==> config.mk <==
export PLATFORM = sky130hd
export DESIGN_NAME = scb_sysctl
export DESIGN_NICKNAME = d
export VERILOG_FILES = /design/src/common/scb_pkg.sv /design/src/rtl/scb_sync.sv /design/src/rtl/scb_pwr_seq.sv /design/src/rtl/scb_sysctl.sv
export SDC_FILE = /design/constraint.sdc
export NUM_CORES = 1
export LEC_CHECK = 0
export BUFFER_PORTS_ARGS = -buffer_cell sky130_fd_sc_hd__buf_2
export CORE_ASPECT_RATIO = 0.75
export CORE_MARGIN = 5
export CORE_UTILIZATION = 35
export CTS_CLUSTER_DIAMETER = 150
export DETAILED_ROUTE_END_ITERATION = 7
export PLACE_DENSITY_LB_ADDON = 0.05
export SYNTH_ARGS = -nofsm -noshare
export SYNTH_HDL_FRONTEND = slang
export SYNTH_SLANG_ARGS = --single-unit
export TNS_END_PERCENT = 5
==> constraint.sdc <==
create_clock -name ref_clk -period 4.87 [get_ports ref_clk]
set_clock_uncertainty 0.05 [all_clocks]
set_input_delay 0.2435 -clock ref_clk [delete_from_list [all_inputs] [get_ports ref_clk]]
set_output_delay 0.2435 -clock ref_clk [all_outputs]
set_load 0.005 [all_outputs]
==> src/common/scb_pkg.sv <==
package scb_pkg;

  // ----------------------------------------------------------------
  // register placement and reset image
  // ----------------------------------------------------------------
  localparam logic [7:0]  SYSCTL_OFFSET   = 8'h80;
  localparam logic [31:0] SYSCTL_RESET    = 32'h08009060;
  // only bits 21 down to 5 live in this block; the rest read as zero here
  localparam logic [31:0] SYSCTL_SPAN     = 32'h003FFFE0;
  localparam int          NUM_SOCKETS     = 2;
  localparam int          FUNC_W          = 3;

  // ----------------------------------------------------------------
  // field positions
  // ----------------------------------------------------------------
  localparam int BIT_SUPPLY_PROT  = 21;
  localparam int BIT_RED_VIDEO    = 20;
  localparam int BIT_RSVD_HI_MSB  = 19;
  localparam int BIT_RSVD_HI_LSB  = 16;
  localparam int BIT_BURST_DN     = 15;
  localparam int BIT_BURST_UP     = 14;
  localparam int BIT_ACTIVITY     = 13;
  localparam int BIT_RSVD_ONE     = 12;
  localparam int BIT_STREAM_BUSY  = 11;
  localparam int BIT_UP_DELAY     = 10;
  localparam int BIT_DOWN_DELAY   = 9;
  localparam int BIT_PROBE        = 8;
  localparam int BIT_RSVD_ZERO    = 7;
  localparam int BIT_LOW_POWER    = 6;
  localparam int BIT_ID_LOCK      = 5;

  // byte lanes carrying the writable fields
  localparam int LANE_SOCKET      = 2;
  localparam int LANE_BURST       = 1;
  localparam int LANE_GLOBAL      = 0;

  // ----------------------------------------------------------------
  // reset values of the fields
  // ----------------------------------------------------------------
  localparam logic RST_SUPPLY_PROT = SYSCTL_RESET[BIT_SUPPLY_PROT];
  localparam logic RST_RED_VIDEO   = SYSCTL_RESET[BIT_RED_VIDEO];
  localparam logic RST_BURST_DN    = SYSCTL_RESET[BIT_BURST_DN];
  localparam logic RST_BURST_UP    = SYSCTL_RESET[BIT_BURST_UP];
  localparam logic RST_RSVD_ONE    = SYSCTL_RESET[BIT_RSVD_ONE];
  localparam logic RST_RSVD_ZERO   = SYSCTL_RESET[BIT_RSVD_ZERO];
  localparam logic RST_LOW_POWER   = SYSCTL_RESET[BIT_LOW_POWER];
  localparam logic RST_ID_LOCK     = SYSCTL_RESET[BIT_ID_LOCK];

  // ----------------------------------------------------------------
  // timing
  // ----------------------------------------------------------------
  localparam int CLK_PERIOD_NS      = 8;
  localparam int PWR_UP_DELAY_NS    = 100000;
  localparam int PWR_DOWN_DELAY_NS  = 100000;
  localparam int SER_BIT_NS         = 1000;
  localparam int PWR_UP_DELAY_CYC   = (PWR_UP_DELAY_NS + CLK_PERIOD_NS - 1) / CLK_PERIOD_NS;
  localparam int PWR_DOWN_DELAY_CYC = (PWR_DOWN_DELAY_NS + CLK_PERIOD_NS - 1) / CLK_PERIOD_NS;
  localparam int SER_BIT_CYC        = (SER_BIT_NS + CLK_PERIOD_NS - 1) / CLK_PERIOD_NS;
  localparam int PWR_STREAM_BITS    = 8;
  localparam int SYNC_STAGES        = 2;

  // ----------------------------------------------------------------
  // power switch sequencer states
  // ----------------------------------------------------------------
  typedef enum logic [2:0]
  {
    SCB_SEQ_IDLE  = 3'b001,
    SCB_SEQ_SHIFT = 3'b010,
    SCB_SEQ_DELAY = 3'b100
  } scb_seq_state_t;

endpackage

==> src/rtl/scb_sync.sv <==
`timescale 1ns/100ps
module scb_sync
  import scb_pkg::*;
#(
  parameter int           WIDTH     = 1,
  parameter logic [WIDTH-1:0] RESET_VAL = '0
)
(
  // clock and reset
  input  wire logic             ref_clk,
  input  wire logic             rst,
  // asynchronous level in, synchronised level out
  input  wire logic [WIDTH-1:0] async_in,
  output logic      [WIDTH-1:0] sync_out
);

  // first stage is read by the second stage only
  logic [WIDTH-1:0] meta;

  always_ff @(posedge ref_clk or posedge rst)
  begin
    if (rst)
    begin
      meta     <= RESET_VAL;
      sync_out <= RESET_VAL;
    end
    else
    begin
      meta     <= async_in;
      sync_out <= meta;
    end
  end

endmodule

==> src/rtl/scb_pwr_seq.sv <==
`timescale 1ns/100ps
module scb_pwr_seq
  import scb_pkg::*;
#(
  parameter int UP_DELAY_CYCLES   = PWR_UP_DELAY_CYC,
  parameter int DOWN_DELAY_CYCLES = PWR_DOWN_DELAY_CYC,
  parameter int BIT_CYCLES        = SER_BIT_CYC,
  parameter int STREAM_BITS       = PWR_STREAM_BITS
)
(
  // clock and reset
  input  wire logic                   ref_clk,
  input  wire logic                   rst,
  input  wire logic                   ctx_clear,
  // power change request
  input  wire logic                   req,
  input  wire logic                   req_up,
  input  wire logic [STREAM_BITS-1:0] req_word,
  // serial stream to the power switch
  output logic                        ser_clk,
  output logic                        ser_data,
  output logic                        ser_latch,
  // progress flags
  output logic                        stream_busy,
  output logic                        up_busy,
  output logic                        down_busy
);

  localparam int DLY_MAX = (UP_DELAY_CYCLES > DOWN_DELAY_CYCLES) ? UP_DELAY_CYCLES : DOWN_DELAY_CYCLES;
  localparam int DLY_W   = $clog2(DLY_MAX + 1);
  localparam int TICK_W  = $clog2(BIT_CYCLES + 1);
  localparam int BIT_W   = $clog2(STREAM_BITS + 1);
  localparam logic [DLY_W-1:0]  UP_LOAD   = DLY_W'(UP_DELAY_CYCLES - 1);
  localparam logic [DLY_W-1:0]  DOWN_LOAD = DLY_W'(DOWN_DELAY_CYCLES - 1);
  localparam logic [TICK_W-1:0] TICK_LAST = TICK_W'(BIT_CYCLES - 1);
  localparam logic [TICK_W-1:0] TICK_HALF = TICK_W'(BIT_CYCLES / 2);
  localparam logic [BIT_W-1:0]  BIT_LAST  = BIT_W'(STREAM_BITS - 1);

  scb_seq_state_t         state;
  logic [STREAM_BITS-1:0] shreg;
  logic [TICK_W-1:0]      tick;
  logic [BIT_W-1:0]       bit_cnt;
  logic [DLY_W-1:0]       dly_cnt;
  logic                   dir_up;
  logic                   start;
  logic                   shift_done;
  logic                   delay_done;

  // requests arriving while busy are dropped; the caller sees stream_busy
  assign start      = (state == SCB_SEQ_IDLE) && req;
  assign shift_done = (state == SCB_SEQ_SHIFT) && (tick == TICK_LAST) && (bit_cnt == BIT_LAST);
  assign delay_done = (state == SCB_SEQ_DELAY) && (dly_cnt == '0);

  // ----------------------------------------------------------------
  // sequence
  // ----------------------------------------------------------------
  always_ff @(posedge ref_clk or posedge rst)
  begin
    if (rst)
    begin
      state   <= SCB_SEQ_IDLE;
      shreg   <= '0;
      tick    <= '0;
      bit_cnt <= '0;
      dly_cnt <= '0;
      dir_up  <= 1'b0;
    end
    else
    begin
      unique case (state)
        SCB_SEQ_IDLE:
        begin
          if (req)
          begin
            state   <= SCB_SEQ_SHIFT;
            shreg   <= req_word;
            dir_up  <= req_up;
            tick    <= '0;
            bit_cnt <= '0;
          end
        end
        SCB_SEQ_SHIFT:
        begin
          if (tick == TICK_LAST)
          begin
            tick    <= '0;
            shreg   <= {shreg[STREAM_BITS-2:0], 1'b0};
            bit_cnt <= bit_cnt + 1'b1;
            if (bit_cnt == BIT_LAST)
            begin
              state   <= SCB_SEQ_DELAY;
              dly_cnt <= dir_up ? UP_LOAD : DOWN_LOAD;
            end
          end
          else
          begin
            tick <= tick + 1'b1;
          end
        end
        SCB_SEQ_DELAY:
        begin
          if (dly_cnt == '0)
            state <= SCB_SEQ_IDLE;
          else
            dly_cnt <= dly_cnt - 1'b1;
        end
      endcase
    end
  end

  // ----------------------------------------------------------------
  // serial pins
  // ----------------------------------------------------------------
  always_ff @(posedge ref_clk or posedge rst)
  begin
    if (rst)
    begin
      ser_clk   <= 1'b0;
      ser_data  <= 1'b0;
      ser_latch <= 1'b0;
    end
    else
    begin
      ser_clk   <= (state == SCB_SEQ_SHIFT) && (tick >= TICK_HALF);
      ser_data  <= (state == SCB_SEQ_SHIFT) && shreg[STREAM_BITS-1];
      ser_latch <= shift_done;
    end
  end

  // ----------------------------------------------------------------
  // progress flags
  // ----------------------------------------------------------------
  // stream busy span
  always_ff @(posedge ref_clk or posedge rst)
  begin
    if (rst)
      stream_busy <= 1'b0;
    else if (start)
      stream_busy <= 1'b1;
    else if (delay_done)
      stream_busy <= 1'b0;
  end

  always_ff @(posedge ref_clk or posedge rst)
  begin
    if (rst)
      up_busy <= 1'b0;
    else if (shift_done && dir_up)
      up_busy <= 1'b1;
    else if (delay_done || ctx_clear)
      up_busy <= 1'b0;
  end

  always_ff @(posedge ref_clk or posedge rst)
  begin
    if (rst)
      down_busy <= 1'b0;
    else if (shift_done && !dir_up)
      down_busy <= 1'b1;
    else if (delay_done || ctx_clear)
      down_busy <= 1'b0;
  end

endmodule

==> src/rtl/scb_sysctl.sv <==
`timescale 1ns/100ps
// Overview of operation
// - per-socket bit 21 disables supply protection
// - bit 20 floats card lines AD25-AD22
// - bits 19 to 16 read zero
// - bit 15 allows downstream read bursts
// - bit 14 allows upstream read bursts
// - bit 13 activity, cleared by a read with byte lane 1 enabled
// - bit 12 reads one, bit 7 zero
// - bit 11 busy during stream and delay
// - bit 10 set after power-up stream
// - bit 9 set after power-down stream
// - bit 8 set during card interrogation
// - bit 6 shared low power enable
// - bit 5 locks identification registers
// - global-only bits survive bus reset
// - bits 10-8 cleared by bus reset unless PME
// - socket bits kept per function
// - word at 0x80, functions 0 and 1
module scb_sysctl
  import scb_pkg::*;
#(
  parameter int UP_DELAY_CYCLES   = PWR_UP_DELAY_CYC,
  parameter int DOWN_DELAY_CYCLES = PWR_DOWN_DELAY_CYC,
  parameter int BIT_CYCLES        = SER_BIT_CYC,
  parameter int STREAM_BITS       = PWR_STREAM_BITS
)
(
  // clock and global reset
  input  wire logic                   ref_clk,
  input  wire logic                   rst,
  // bus reset pin and power management state
  input  wire logic                   bus_reset_n,
  input  wire logic                   pme_en,
  // configuration access
  input  wire logic                   cfg_rd,
  input  wire logic                   cfg_wr,
  input  wire logic [FUNC_W-1:0]      cfg_func,
  input  wire logic [7:0]             cfg_addr,
  input  wire logic [3:0]             cfg_be,
  input  wire logic [31:0]            cfg_wdata,
  output logic      [31:0]            cfg_rdata,
  output logic                        cfg_ack,
  output logic                        cfg_hit,
  // socket events
  input  wire logic [NUM_SOCKETS-1:0] card_access,
  input  wire logic [NUM_SOCKETS-1:0] probe_start,
  input  wire logic [NUM_SOCKETS-1:0] probe_done,
  // power change requests
  input  wire logic [NUM_SOCKETS-1:0] pwr_req,
  input  wire logic [NUM_SOCKETS-1:0] pwr_req_up,
  input  wire logic [STREAM_BITS-1:0] pwr_req_word0,
  input  wire logic [STREAM_BITS-1:0] pwr_req_word1,
  // power switch serial stream
  output logic      [NUM_SOCKETS-1:0] pwr_ser_clk,
  output logic      [NUM_SOCKETS-1:0] pwr_ser_data,
  output logic      [NUM_SOCKETS-1:0] pwr_ser_latch,
  // per-socket controls
  output logic      [NUM_SOCKETS-1:0] supply_protect_disable,
  output logic      [NUM_SOCKETS-1:0] reduced_video_port_en,
  output logic      [NUM_SOCKETS-1:0] socket_activity_flag,
  output logic      [NUM_SOCKETS-1:0] card_probe_busy,
  output logic      [NUM_SOCKETS-1:0] power_stream_busy,
  output logic      [NUM_SOCKETS-1:0] power_up_delay_busy,
  output logic      [NUM_SOCKETS-1:0] power_down_delay_busy,
  // shared controls
  output logic                        read_burst_down_en,
  output logic                        read_burst_up_en,
  output logic                        low_power_en,
  output logic                        id_regs_lock
);

  // ----------------------------------------------------------------
  // field composition
  // ----------------------------------------------------------------
  function automatic logic [31:0] compose_word(
    input logic prot_dis,
    input logic red_vid,
    input logic burst_dn,
    input logic burst_up,
    input logic activity,
    input logic stream,
    input logic up_dly,
    input logic down_dly,
    input logic probe,
    input logic low_pwr,
    input logic id_lock
  );
    logic [31:0] w;
    w                                   = '0;
    w[BIT_SUPPLY_PROT]                  = prot_dis;
    w[BIT_RED_VIDEO]                    = red_vid;
    w[BIT_RSVD_HI_MSB:BIT_RSVD_HI_LSB]  = '0;
    w[BIT_BURST_DN]                     = burst_dn;
    w[BIT_BURST_UP]                     = burst_up;
    w[BIT_ACTIVITY]                     = activity;
    w[BIT_RSVD_ONE]                     = RST_RSVD_ONE;
    w[BIT_RSVD_ZERO]                    = RST_RSVD_ZERO;
    w[BIT_STREAM_BUSY]                  = stream;
    w[BIT_UP_DELAY]                     = up_dly;
    w[BIT_DOWN_DELAY]                   = down_dly;
    w[BIT_PROBE]                        = probe;
    w[BIT_LOW_POWER]                    = low_pwr;
    w[BIT_ID_LOCK]                      = id_lock;
    return w & SYSCTL_SPAN;
  endfunction

  // ----------------------------------------------------------------
  // bus reset and access decode
  // ----------------------------------------------------------------
  logic                   bus_reset_n_s;
  logic                   ctx_clear;
  logic                   hit;
  logic                   sock;
  logic                   wr_hit;
  logic                   glob_wr;
  logic                   rd_clear;
  logic [31:0]            sock_word [NUM_SOCKETS];

  scb_sync #(
    .WIDTH     (1),
    .RESET_VAL (1'b1)
  ) u_bus_reset_sync (
    .ref_clk  (ref_clk),
    .rst      (rst),
    .async_in (bus_reset_n),
    .sync_out (bus_reset_n_s)
  );

  assign ctx_clear = !bus_reset_n_s && !pme_en;

  assign hit     = (cfg_addr[7:2] == SYSCTL_OFFSET[7:2]) && (cfg_func < FUNC_W'(NUM_SOCKETS));
  assign sock    = cfg_func[0];
  assign wr_hit  = cfg_wr && hit;
  assign glob_wr = wr_hit && (cfg_func == '0);
  assign rd_clear = cfg_rd && hit && cfg_be[LANE_BURST];

  // ----------------------------------------------------------------
  // shared fields
  // ----------------------------------------------------------------
  // loaded with their reset values by global reset only
  always_ff @(posedge ref_clk or posedge rst)
  begin
    if (rst)
    begin
      read_burst_down_en <= RST_BURST_DN;
      read_burst_up_en   <= RST_BURST_UP;
    end
    else if (glob_wr && cfg_be[LANE_BURST])
    begin
      read_burst_down_en <= cfg_wdata[BIT_BURST_DN];
      read_burst_up_en   <= cfg_wdata[BIT_BURST_UP];
    end
  end

  always_ff @(posedge ref_clk or posedge rst)
  begin
    if (rst)
    begin
      low_power_en <= RST_LOW_POWER;
      id_regs_lock <= RST_ID_LOCK;
    end
    else if (glob_wr && cfg_be[LANE_GLOBAL])
    begin
      low_power_en <= cfg_wdata[BIT_LOW_POWER];
      id_regs_lock <= cfg_wdata[BIT_ID_LOCK];
    end
  end

  // ----------------------------------------------------------------
  // per-socket fields
  // ----------------------------------------------------------------
  for (genvar s = 0; s < NUM_SOCKETS; s++)
  begin : g_sock
    logic this_sock;
    assign this_sock = (sock == 1'(s));

    always_ff @(posedge ref_clk or posedge rst)
    begin
      if (rst)
      begin
        supply_protect_disable[s] <= RST_SUPPLY_PROT;
        reduced_video_port_en[s]  <= RST_RED_VIDEO;
      end
      else if (wr_hit && this_sock && cfg_be[LANE_SOCKET])
      begin
        supply_protect_disable[s] <= cfg_wdata[BIT_SUPPLY_PROT];
        reduced_video_port_en[s]  <= cfg_wdata[BIT_RED_VIDEO];
      end
    end

    always_ff @(posedge ref_clk or posedge rst)
    begin
      if (rst)
        socket_activity_flag[s] <= 1'b0;
      else if (card_access[s])
        socket_activity_flag[s] <= 1'b1;
      else if (rd_clear && this_sock)
        socket_activity_flag[s] <= 1'b0;
    end

    always_ff @(posedge ref_clk or posedge rst)
    begin
      if (rst)
        card_probe_busy[s] <= 1'b0;
      else if (probe_start[s])
        card_probe_busy[s] <= 1'b1;
      else if (probe_done[s] || ctx_clear)
        card_probe_busy[s] <= 1'b0;
    end

    scb_pwr_seq #(
      .UP_DELAY_CYCLES   (UP_DELAY_CYCLES),
      .DOWN_DELAY_CYCLES (DOWN_DELAY_CYCLES),
      .BIT_CYCLES        (BIT_CYCLES),
      .STREAM_BITS       (STREAM_BITS)
    ) u_pwr_seq (
      .ref_clk     (ref_clk),
      .rst         (rst),
      .ctx_clear   (ctx_clear),
      .req         (pwr_req[s]),
      .req_up      (pwr_req_up[s]),
      .req_word    ((s == 0) ? pwr_req_word0 : pwr_req_word1),
      .ser_clk     (pwr_ser_clk[s]),
      .ser_data    (pwr_ser_data[s]),
      .ser_latch   (pwr_ser_latch[s]),
      .stream_busy (power_stream_busy[s]),
      .up_busy     (power_up_delay_busy[s]),
      .down_busy   (power_down_delay_busy[s])
    );

    assign sock_word[s] = compose_word(
      supply_protect_disable[s],
      reduced_video_port_en[s],
      read_burst_down_en,
      read_burst_up_en,
      socket_activity_flag[s],
      power_stream_busy[s],
      power_up_delay_busy[s],
      power_down_delay_busy[s],
      card_probe_busy[s],
      low_power_en,
      id_regs_lock
    );
  end

  // ----------------------------------------------------------------
  // read return
  // ----------------------------------------------------------------
  // status bits have no write path
  always_ff @(posedge ref_clk or posedge rst)
  begin
    if (rst)
    begin
      cfg_rdata <= '0;
      cfg_ack   <= 1'b0;
      cfg_hit   <= 1'b0;
    end
    else
    begin
      // unmapped offsets still acknowledge so the requester never hangs
      cfg_ack   <= cfg_rd || cfg_wr;
      cfg_hit   <= (cfg_rd || cfg_wr) && hit;
      cfg_rdata <= (cfg_rd && hit) ? sock_word[sock] : '0;
    end
  end

endmodule

* Yosys cells after proc, flatten, opt, wreduce, memory -nomap -nowiden
Cells that the tools add are included.
Operators by class: eq/ne operators 21, bitwise operators 2, magnitude comparators 4, $add $sub $neg 6, mux-type cells 58, reduce and logical (&&, ||, !) cells 67
Operator list (number):
- two-way mux 32 bit | 3
- two-way mux 14 bit | 6
- one-hot mux 14 bit (2 select lines) | 2
- two-way mux 8 bit | 4
- one-hot mux 8 bit (2 select lines) | 2
- logical AND 1 bit | 31
- zero test 14 bit | 2
- two-way mux 7 bit | 4
- one-hot mux 7 bit (2 select lines) | 2
- nonzero test 2 bit | 14
- subtractor 14 x 1 -> 14 bit (second input constant) | 2
- two-way mux 3 bit | 8
- two-way mux 22 bit | 1
- != test 2 bit (second input constant) | 10
- two-way mux 1 bit | 18
- one-hot mux 3 bit (3 select lines) | 2
- two-way mux 4 bit | 4
- one-hot mux 4 bit (2 select lines) | 2
- AND reduction 4 bit | 4
- adder 7 x 1 -> 7 bit (second input constant) | 2
- equality test 7 bit (second input constant) | 2
- >= comparator 7 x 6 -> 1 bit (second input constant) | 2
- adder 4 x 1 -> 4 bit (second input constant) | 2
- equality test 4 x 3 -> 1 bit (second input constant) | 2
- 13 further kinds | 27
Storage, ports and cells: output and inout bits 58, word-level logic and storage cells 199, bits of input ports 79, register bits after elaboration 134

* Longest topological paths before layout
Gate-level depths: netlist of run 1.
word-level depth 7, depth in mapped cells 7, mapped depth without buffers 7

* Cells and area by module
From an unflattened synthesis of run 1, not the netlist that was laid out.
Second synthesis, totals: cell total of the unflattened synthesis 555, area, all modules 5786.8 µm²
Modules (own cells, without submodules):
- scb_pwr_seq | area each 2244.7 µm², seq. area each 1077.3 µm², cells an instance 224, instances 2
- scb_sysctl | area each 1241.2 µm², seq. area each 654.4 µm², cells an instance 104, instances 1
- scb_sync | area each 56.3 µm², seq. area each 52.6 µm², cells an instance 3, instances 1

* Worst setup path after synthesis of run 1
Ideal clock, no wire load.
path kind register to register, start register g_sock[0].u_pwr_seq.dly_cnt[0], end register g_sock[0].u_pwr_seq.dly_cnt[1], setup slack 2.587 ns, cell stages (with the launch flop) 7, setup time 0.121 ns, data arrival time 2.112 ns, period minus slack after synthesis 2.283 ns, data required time 4.699 ns, path buffers 0, path through dfrtp_1 inv_1 ha_1 or4b_2 nor4_2 mux2i_1 o22a_1
Between the ends: cells in the longest elaborated chain, start to end 3, elaborated cells between the ends (all ways) 6, those cells by class add/sub: 1; eq/ne: 1; mux: 2; reduce/logical: 2
Ends and longest elaborated chain:
- from (decl) | line scb_pwr_seq.sv:43 | logic [DLY_W-1:0] dly_cnt;
- from (signal assigned) | line scb_pwr_seq.sv:92 | dly_cnt <= dir_up ? UP_LOAD : DOWN_LOAD;
- from (signal assigned) | line scb_pwr_seq.sv:105 | dly_cnt <= dly_cnt - 1'b1;
- subtractor 14 x 1 -> 14 bit / zero test 14 bit (equally long branches) | line scb_pwr_seq.sv:105, scb_pwr_seq.sv:102
- two-way mux 14 bit / != test 2 bit (equally long branches)
- one-hot mux 14 bit (2 select lines) / AND reduction 4 bit (equally long branches)
Several ways; a longest one is shown, not always the timed one. The select of a mux whose other input is x is not followed. A chain may end at the register's enable or synchronous reset.

* Worst setup path in the final report of run 1
Same ends and word-level chain as after synthesis.

==> results.yml, run 1 <==
status:
  status: "completed"
setup_path:
  endpoint: "g_sock[0].u_pwr_seq.dly_cnt[1]$_DFFE_PP0P_"
  path_class: "flop to flop"
  reg2reg_setup_slack_ns: 2.19
  crit_slowest_cell: "or4b_2"
  crit_chain: "inv_1, ha_1, or4b_2, nor4_2, mux2i_1, o22a_1"
  rr_endpoint: "g_sock[0].u_pwr_seq.dly_cnt[1]$_DFFE_PP0P_"
  crit_path_max_fanout: 8
  rr_worst_depth: 6
  start_kind: "flop"
  critPathCaptureType: "flop"
  arrival_ns: 2.92
  slowest_delay_ns: 0.62
  rr_startpoint: "g_sock[0].u_pwr_seq.dly_cnt[0]$_DFFE_PP0P_"
  crit_required_ns: 5.11
  critPathLaunch: "g_sock[0].u_pwr_seq.dly_cnt[0]$_DFFE_PP0P_"
synth:
  netlist_area_sq_um: 5560
  yosysSeqAreaShare_pct: 51.5
  synth_edf_count: 0
  syn_inst: 538
  synth_ff_type: "dfrtp_1"
  ys_warn_count: 0
  ys_seq_elements: 114
  ys_types: 62
  async_reset_ff_share_pct: 100
  avgSynthCellArea_sq_um: 10.3
sta:
  min_period_ns: 2.68
  rsz0062_at_grt: "no"
  setup_violations: 0
  slew_viol_final: 0
  final_hold_viol_count: 0
  slew-limit-headroom_pct: 34.2
  fin_crit_sh_pct: 55.1
  clock.fmax_ghz: 0.373
  setup_tns_ns: 0
  worst_pin_slew_ns: 0.986
grt:
  grt_overflow: 0
  grt_pass1_wl_microns: 21500
  grt.total_usage_pct: 14.4
  grt_pass1_vias: 4160
  grt_max_degree: 66
  antenna_found_initial: 0
clocking:
  cts_tree: "built"
  path_clk_slew_ns: 0.06
  root_buffer: "clkbuf_16"
  clockBufferDepth: 2
  h-tree-depth: 4
  clock_sinks: 114
  cts_setup_buffers: 0
  clk-insertion-delay-late_ns: 0.41
  cts_made_buffers: 17
flow_run:
  maxCapViolCount: 0
power_and_ir_drop:
  ir_worst_vdd_mv: 0.248
  p_leak_nw: 3.19
  power_density_nw_per_um2: 459
cells_and_area:
  fin_nets: 717
  num_antenna_cells: 0
  drive_gt1_share_pct: 26.4
  fill_cells: 1472
  multiInputGateArea_sq_um: 2390
  final_area_sq_um: 6820
  area_delta_synth_final_pct: 22.7
  seqCellArea_sq_um: 2860
placed_design:
  hpwl_microns: 9060
  place_area_sq_um: 6070
  gp_congestion: 0.809
  io_buffers: 87
min_path:
  hold_class: "primary input to flop"
  hold_start: "cfg_rd"
drt:
  num_vias: 4228
  wirelength_microns: 12900
  avgRoutedWirePerCell_microns: 15.3
  drcViolationCount: 0
  first_pass_iters: 4
  via_per_inst: 5.00
  drtIter0Drc: 236
  final_antenna_net_count: 0
floorplan:
  dieWidth_microns: 156
  die_h_microns: 119
  row_count: 39
  io_pins: 137
  design.die.area_sq_um: 18500
  start_util_pct: 36.1
  coreArea_sq_um: 15400
-- how the worst min path moves through the flow --
stage	cells after the start	endpoint	slack, ns
global placement	0	u_bus_reset_sync.sync_out$_DFF_PP1_	0.30
finish	3	cfg_ack$_DFF_PP0_	0.004
CTS	3	cfg_ack$_DFF_PP0_	0.002
global route	3	cfg_ack$_DFF_PP0_	0.006
detailed placement	0	u_bus_reset_sync.sync_out$_DFF_PP1_	0.30
floorplan	0	u_bus_reset_sync.meta$_DFF_PP1_	0.20
-- routing by layer --
| metal | up-vias | wire length [microns] | global-route usage [%] |
|---|---|---|---|
| li1 | 2078 | - | - |
| met1 | 2022 | 6660 | 20.9 |
| met2 | 114 | 5380 | 21.0 |
| met3 | 14 | 759 | 3.70 |
| met4 | 0 | 142 | 4.43 |
| met5 | - | 0 | 0 |
-- placed cells by master (no fill, tap or decap), types with 17 or more instances in the layout --
cell type	instances
nand2_1	40
buf_2	87
a21oi_1	27
dfrtp_1	107
inv_1	17
conb_1	20
mux2i_1	20
o21ai_0	41
nand3_1	21
nor2_1	28
clkbuf_16	17
-- cell usage after synthesis, types with 8 or more instances --
cell      number  area [sq um]
a21oi_1       27           135
nor2_1        28           105
ha_1          10           125
mux2_2        10           113
mux2i_1       20           200
nand3_1       21           105
buf_4         32           240
dfrtp_1      107          2680
and2_1         8          50.1
or3_1         13          81.3
nand2_1       40           150
or2_2          8          50.1
o21ai_0       41           205
inv_1         18          67.6
nor3_1         8          40.0
clkbuf_1      14          52.6
a31oi_1       12          75.1
or4_1         10          75.1
-- report_power, final --
group          switching, W  internal [W]  leakage (nW)
Clock              0.000451      0.000987         0.326
Sequential         0.000136       0.00111          1.46
Combinational      0.000230      0.000210          1.40
Total              0.000818       0.00231          3.19
-- kinds of logic after synthesis --
group	Yosys count	synth area share, %
buffers and inverters	68	6.75
and+or+nand+nor	188	19.3
DFF	114	51.5
other	1	0.0675
xor gates and xnor gates	6	0.945
muxes	30	5.63
AOI/OAI and AO/OA	121	13.5
adders and majority gates	10	2.25
-- layout make-up --
class	count	share of cell area, %
clock inverter	13	3.37
clock buffer	19	6.64
timing repair buffer	100	8.07
tap	205	3.76
sequential	114	41.9
multi-input combinational	375	35.1
inverter	20	1.14
-- repair_timing --
item                                   4_1_cts  5_1_grt
endpoints found under the hold margin       66        0
hold buffers                                 7        0
gates resized for setup                      0        0
-- flip-flops by register name, summed over array words and instances, names as in the netlist, 2 cells and up --
register                      count
g_sock.u_pwr_seq.dly_cnt         28
g_sock.u_pwr_seq.shreg           16
g_sock.u_pwr_seq.tick            14
cfg_rdata                        12
g_sock.u_pwr_seq.bit_cnt          8
g_sock.u_pwr_seq.state            6
card_probe_busy                   2
g_sock.u_pwr_seq.dir_up           2
g_sock.u_pwr_seq.down_busy        2
g_sock.u_pwr_seq.ser_clk          2
g_sock.u_pwr_seq.ser_data         2
g_sock.u_pwr_seq.ser_latch        2
g_sock.u_pwr_seq.stream_busy      2
g_sock.u_pwr_seq.up_busy          2
reduced_video_port_en             2
socket_activity_flag              2
supply_protect_disable            2
-- worst max-delay path: cells and delay by family (launching register included) --
family,cells,cell delay [ns]
AND/OR/NAND/NOR,2,1.24
flip-flops,1,0.42
adder cells (fa/ha/maj),1,0.28
multiplexers,1,0.26
AO/OA/AOI/OAI,1,0.25
buffers and inverters,1,0.08
-- metrics by stage --
step	setup WS, ns	power [W]	util [%]	instances	hold WS, ns
final	2.19	0.00313	44.2	846	0.00396
after global routing	1.98	0.00330	44.2	846	0.00591
after CTS	2.19	0.00316	44.2	846	0.00242
after detailed placement	2.20	0.00170	39.4	807	0.298
after global placement	2.27	0.00168	39.4	807	0.297
after floorplan	1.57	0.00159	-	557	0.198
Note: power is estimated with default switching activity, not from simulation.
==> run 2: changes to the inputs <==
Clock period 4.87 ns to 2.2 ns, I/O delays scaled along.
==> run 2 against run 1 <==
Compared with the run above:
- the run now ends with setup timing left
- sequential power rose by 120%
- maximum frequency rose by 21%
- die area did not move
- routed wire length rose by 4.2%
- clock power rose by 100%
- critical path type unchanged
- critical endpoint is now g_sock[1].u_pwr_seq.dly_cnt[11]$_DFFE_PP0P_
- highest routed layer unchanged
==> results.yml, run 2 (synthesis results as in run 1) <==
drt:
  first_pass_iters: 4
  via_per_inst: 4.89
  wirelength_microns: 13500
  final_antenna_net_count: 0
  drtIter0Drc: 241
  drcViolationCount: 0
  num_vias: 4474
  avgRoutedWirePerCell_microns: 14.7
setup_path:
  cp.buffers_inverters: 0
  path_class: "flop to flop"
  crit_family: "simple AND/OR/NAND/NOR gates"
  arrival_ns: 2.51
  slowest_delay_ns: 0.53
  crit_path_max_fanout: 4
  crit_chain: "or4_4, or4b_4, or4b_4, a21oi_2"
  critPathCaptureType: "flop"
  path_common_cell: "or4b_4"
  crit_required_ns: 2.49
  crit_slowest_cell: "or4_4"
  start_kind: "flop"
cells_and_area:
  top_register: "g_sock.u_pwr_seq.dly_cnt"
  area_delta_synth_final_pct: 33.8
  reg_top3: "g_sock.u_pwr_seq.dly_cnt (28), g_sock.u_pwr_seq.shreg (16), g_sock.u_pwr_seq.tick (14)"
  num_antenna_cells: 0
  largest_reg_flops: 28
  fill_cells: 1442
  layout_commonest_cell: "dfrtp_1"
  fin_nets: 786
  drive_gt1_share_pct: 30.4
  final_cell_mix: "dfrtp_1 (107), buf_2 (87), buf_4 (44)"
placed_design:
  io_buffers: 87
  gp_congestion: 0.844
  hpwl_microns: 9610
floorplan:
  coreArea_sq_um: 15400
  io_pins: 137
  start_util_pct: 36.1
  die_h_microns: 119
  row_count: 39
  dieWidth_microns: 156
  design.die.area_sq_um: 18500
grt:
  grt.total_usage_pct: 15.2
  grt_pass1_wl_microns: 22600
  antenna_found_initial: 0
  grt_pass1_vias: 4407
  grt_overflow: 0
  grt_max_degree: 61
sta:
  clock.fmax_ghz: 0.450
  slew-limit-headroom_pct: 53.1
  setup_violations: 2
  final_hold_viol_count: 0
  setup_slack_ns: -0.0238
  rsz0062_at_grt: "yes"
  worst_pin_slew_ns: 0.703
  min_period_ns: 2.22
  setup_tns_ns: -0.0360
  slew_viol_final: 0
  fin_crit_sh_pct: 101
status:
  status: "finished, violations left"
  failed_checks: "setup timing"
clocking:
  cts_tree: "built"
  h-tree-depth: 4
  cts_setup_buffers: 0
  root_buffer: "clkbuf_16"
  clk-insertion-delay-late_ns: 0.41
  cts_made_buffers: 17
  clock_sinks: 114
  path_clk_slew_ns: 0.06
  clockBufferDepth: 2
min_path:
  hold_class: "primary input to flop"
power_and_ir_drop:
  p_total_w: 0.00674
  ir_worst_vdd_mv: 0.583
  p_leak_nw: 3.48
  power_density_nw_per_um2: 906
flow_run:
  maxCapViolCount: 0
run 2: cell count changes in the layout (fill, tap and decap cells not counted), moves of 2 or more:
cell | previous run | this run
nor4_1 | 6 | 4
bufinv_16 | 6 | 4
dlygate4sd3_1 | 7 | 37
clkinv_4 | 1 | 5
clkbuf_8 | 2 | 0
buf_4 | 6 | 44
nor4_4 | 0 | 2
run 2: metal layers:
layer  up-vias  share of wire (%)  track usage, %
met2       133                 42            21.9
met5         -                  0               0
met3        15                6.1            4.28
met1      2107                 50            21.9
met4         0                1.5            5.19
li1       2219                  -               -
run 2: repair_timing:
| action | 4_1_cts | 5_1_grt |
|---|---|---|
| gates resized for setup | 2 | 8 |
| pin swaps | 1 | 2 |
| endpoints found under the hold margin | 141 | 0 |
| hold buffers | 37 | 0 |
| setup endpoints to repair | 3 | 21 |
run 2: layout make-up:
cell class                 count  area (sq um)  area share [%]
clock inverter                15           209            2.81
multi-input combinational    375          2450            33.0
sequential                   114          2860            38.5
inverter                      20          78.8            1.06
clock buffer                  17           425            5.72
tap                          205           256            3.45
timing repair buffer         169          1160            15.5
run 2: path summary, 6_finish.rpt:
| path | endpoint | slack (ns) | startpoint | cells past startpoint |
|---|---|---|---|---|
| max in group asynchronous | g_sock[1].u_pwr_seq.dly_cnt[12]$_DFFE_PP0P_ | 1.16 | rst | 4 |
| hold reg to reg | u_bus_reset_sync.sync_out$_DFF_PP1_ | 0.31 | u_bus_reset_sync.meta$_DFF_PP1_ | 0 |
| setup / recovery | g_sock[1].u_pwr_seq.dly_cnt[11]$_DFFE_PP0P_ | -0.02 | g_sock[1].u_pwr_seq.dly_cnt[7]$_DFFE_PP0P_ | 4 |
| setup reg to reg | g_sock[1].u_pwr_seq.dly_cnt[11]$_DFFE_PP0P_ | -0.02 | g_sock[1].u_pwr_seq.dly_cnt[7]$_DFFE_PP0P_ | 4 |
| hold / removal | id_regs_lock$_DFFE_PP1P_ | 0.05 | cfg_be[0] | 3 |
| min in group asynchronous | g_sock[0].u_pwr_seq.dly_cnt[9]$_DFFE_PP0P_ | 0.29 | rst | 4 |
run 2: metrics by stage:
| stage | instances | util (%) | instance area [sq um] | setup slack (ns) | hold WS [ns] |
|---|---|---|---|---|---|
| finish | 915 | 48.2 | 7440 | -0.0238 | 0.0498 |
| global route | 915 | 48.2 | 7440 | -0.0719 | 0.0462 |
| CTS | 915 | 48.0 | 7390 | -0.0222 | 0.0294 |
| detailed placement | 846 | 41.4 | 6380 | -0.0566 | 0.167 |
| global placement | 846 | 41.4 | 6380 | -0.0391 | 0.167 |
| floorplan | 557 | - | 5630 | -0.0829 | 0.0645 |
run 2: worst min-delay path, stage by stage:
cell	delay (ns)
buf_2	0.10
nand3b_1	0.11
mux2_2	0.16
run 2: power by group:
group,internal (W),switching [W]
Clock,0.00191,0.00102
Combinational,0.000533,0.000521
Sequential,0.00247,0.000293
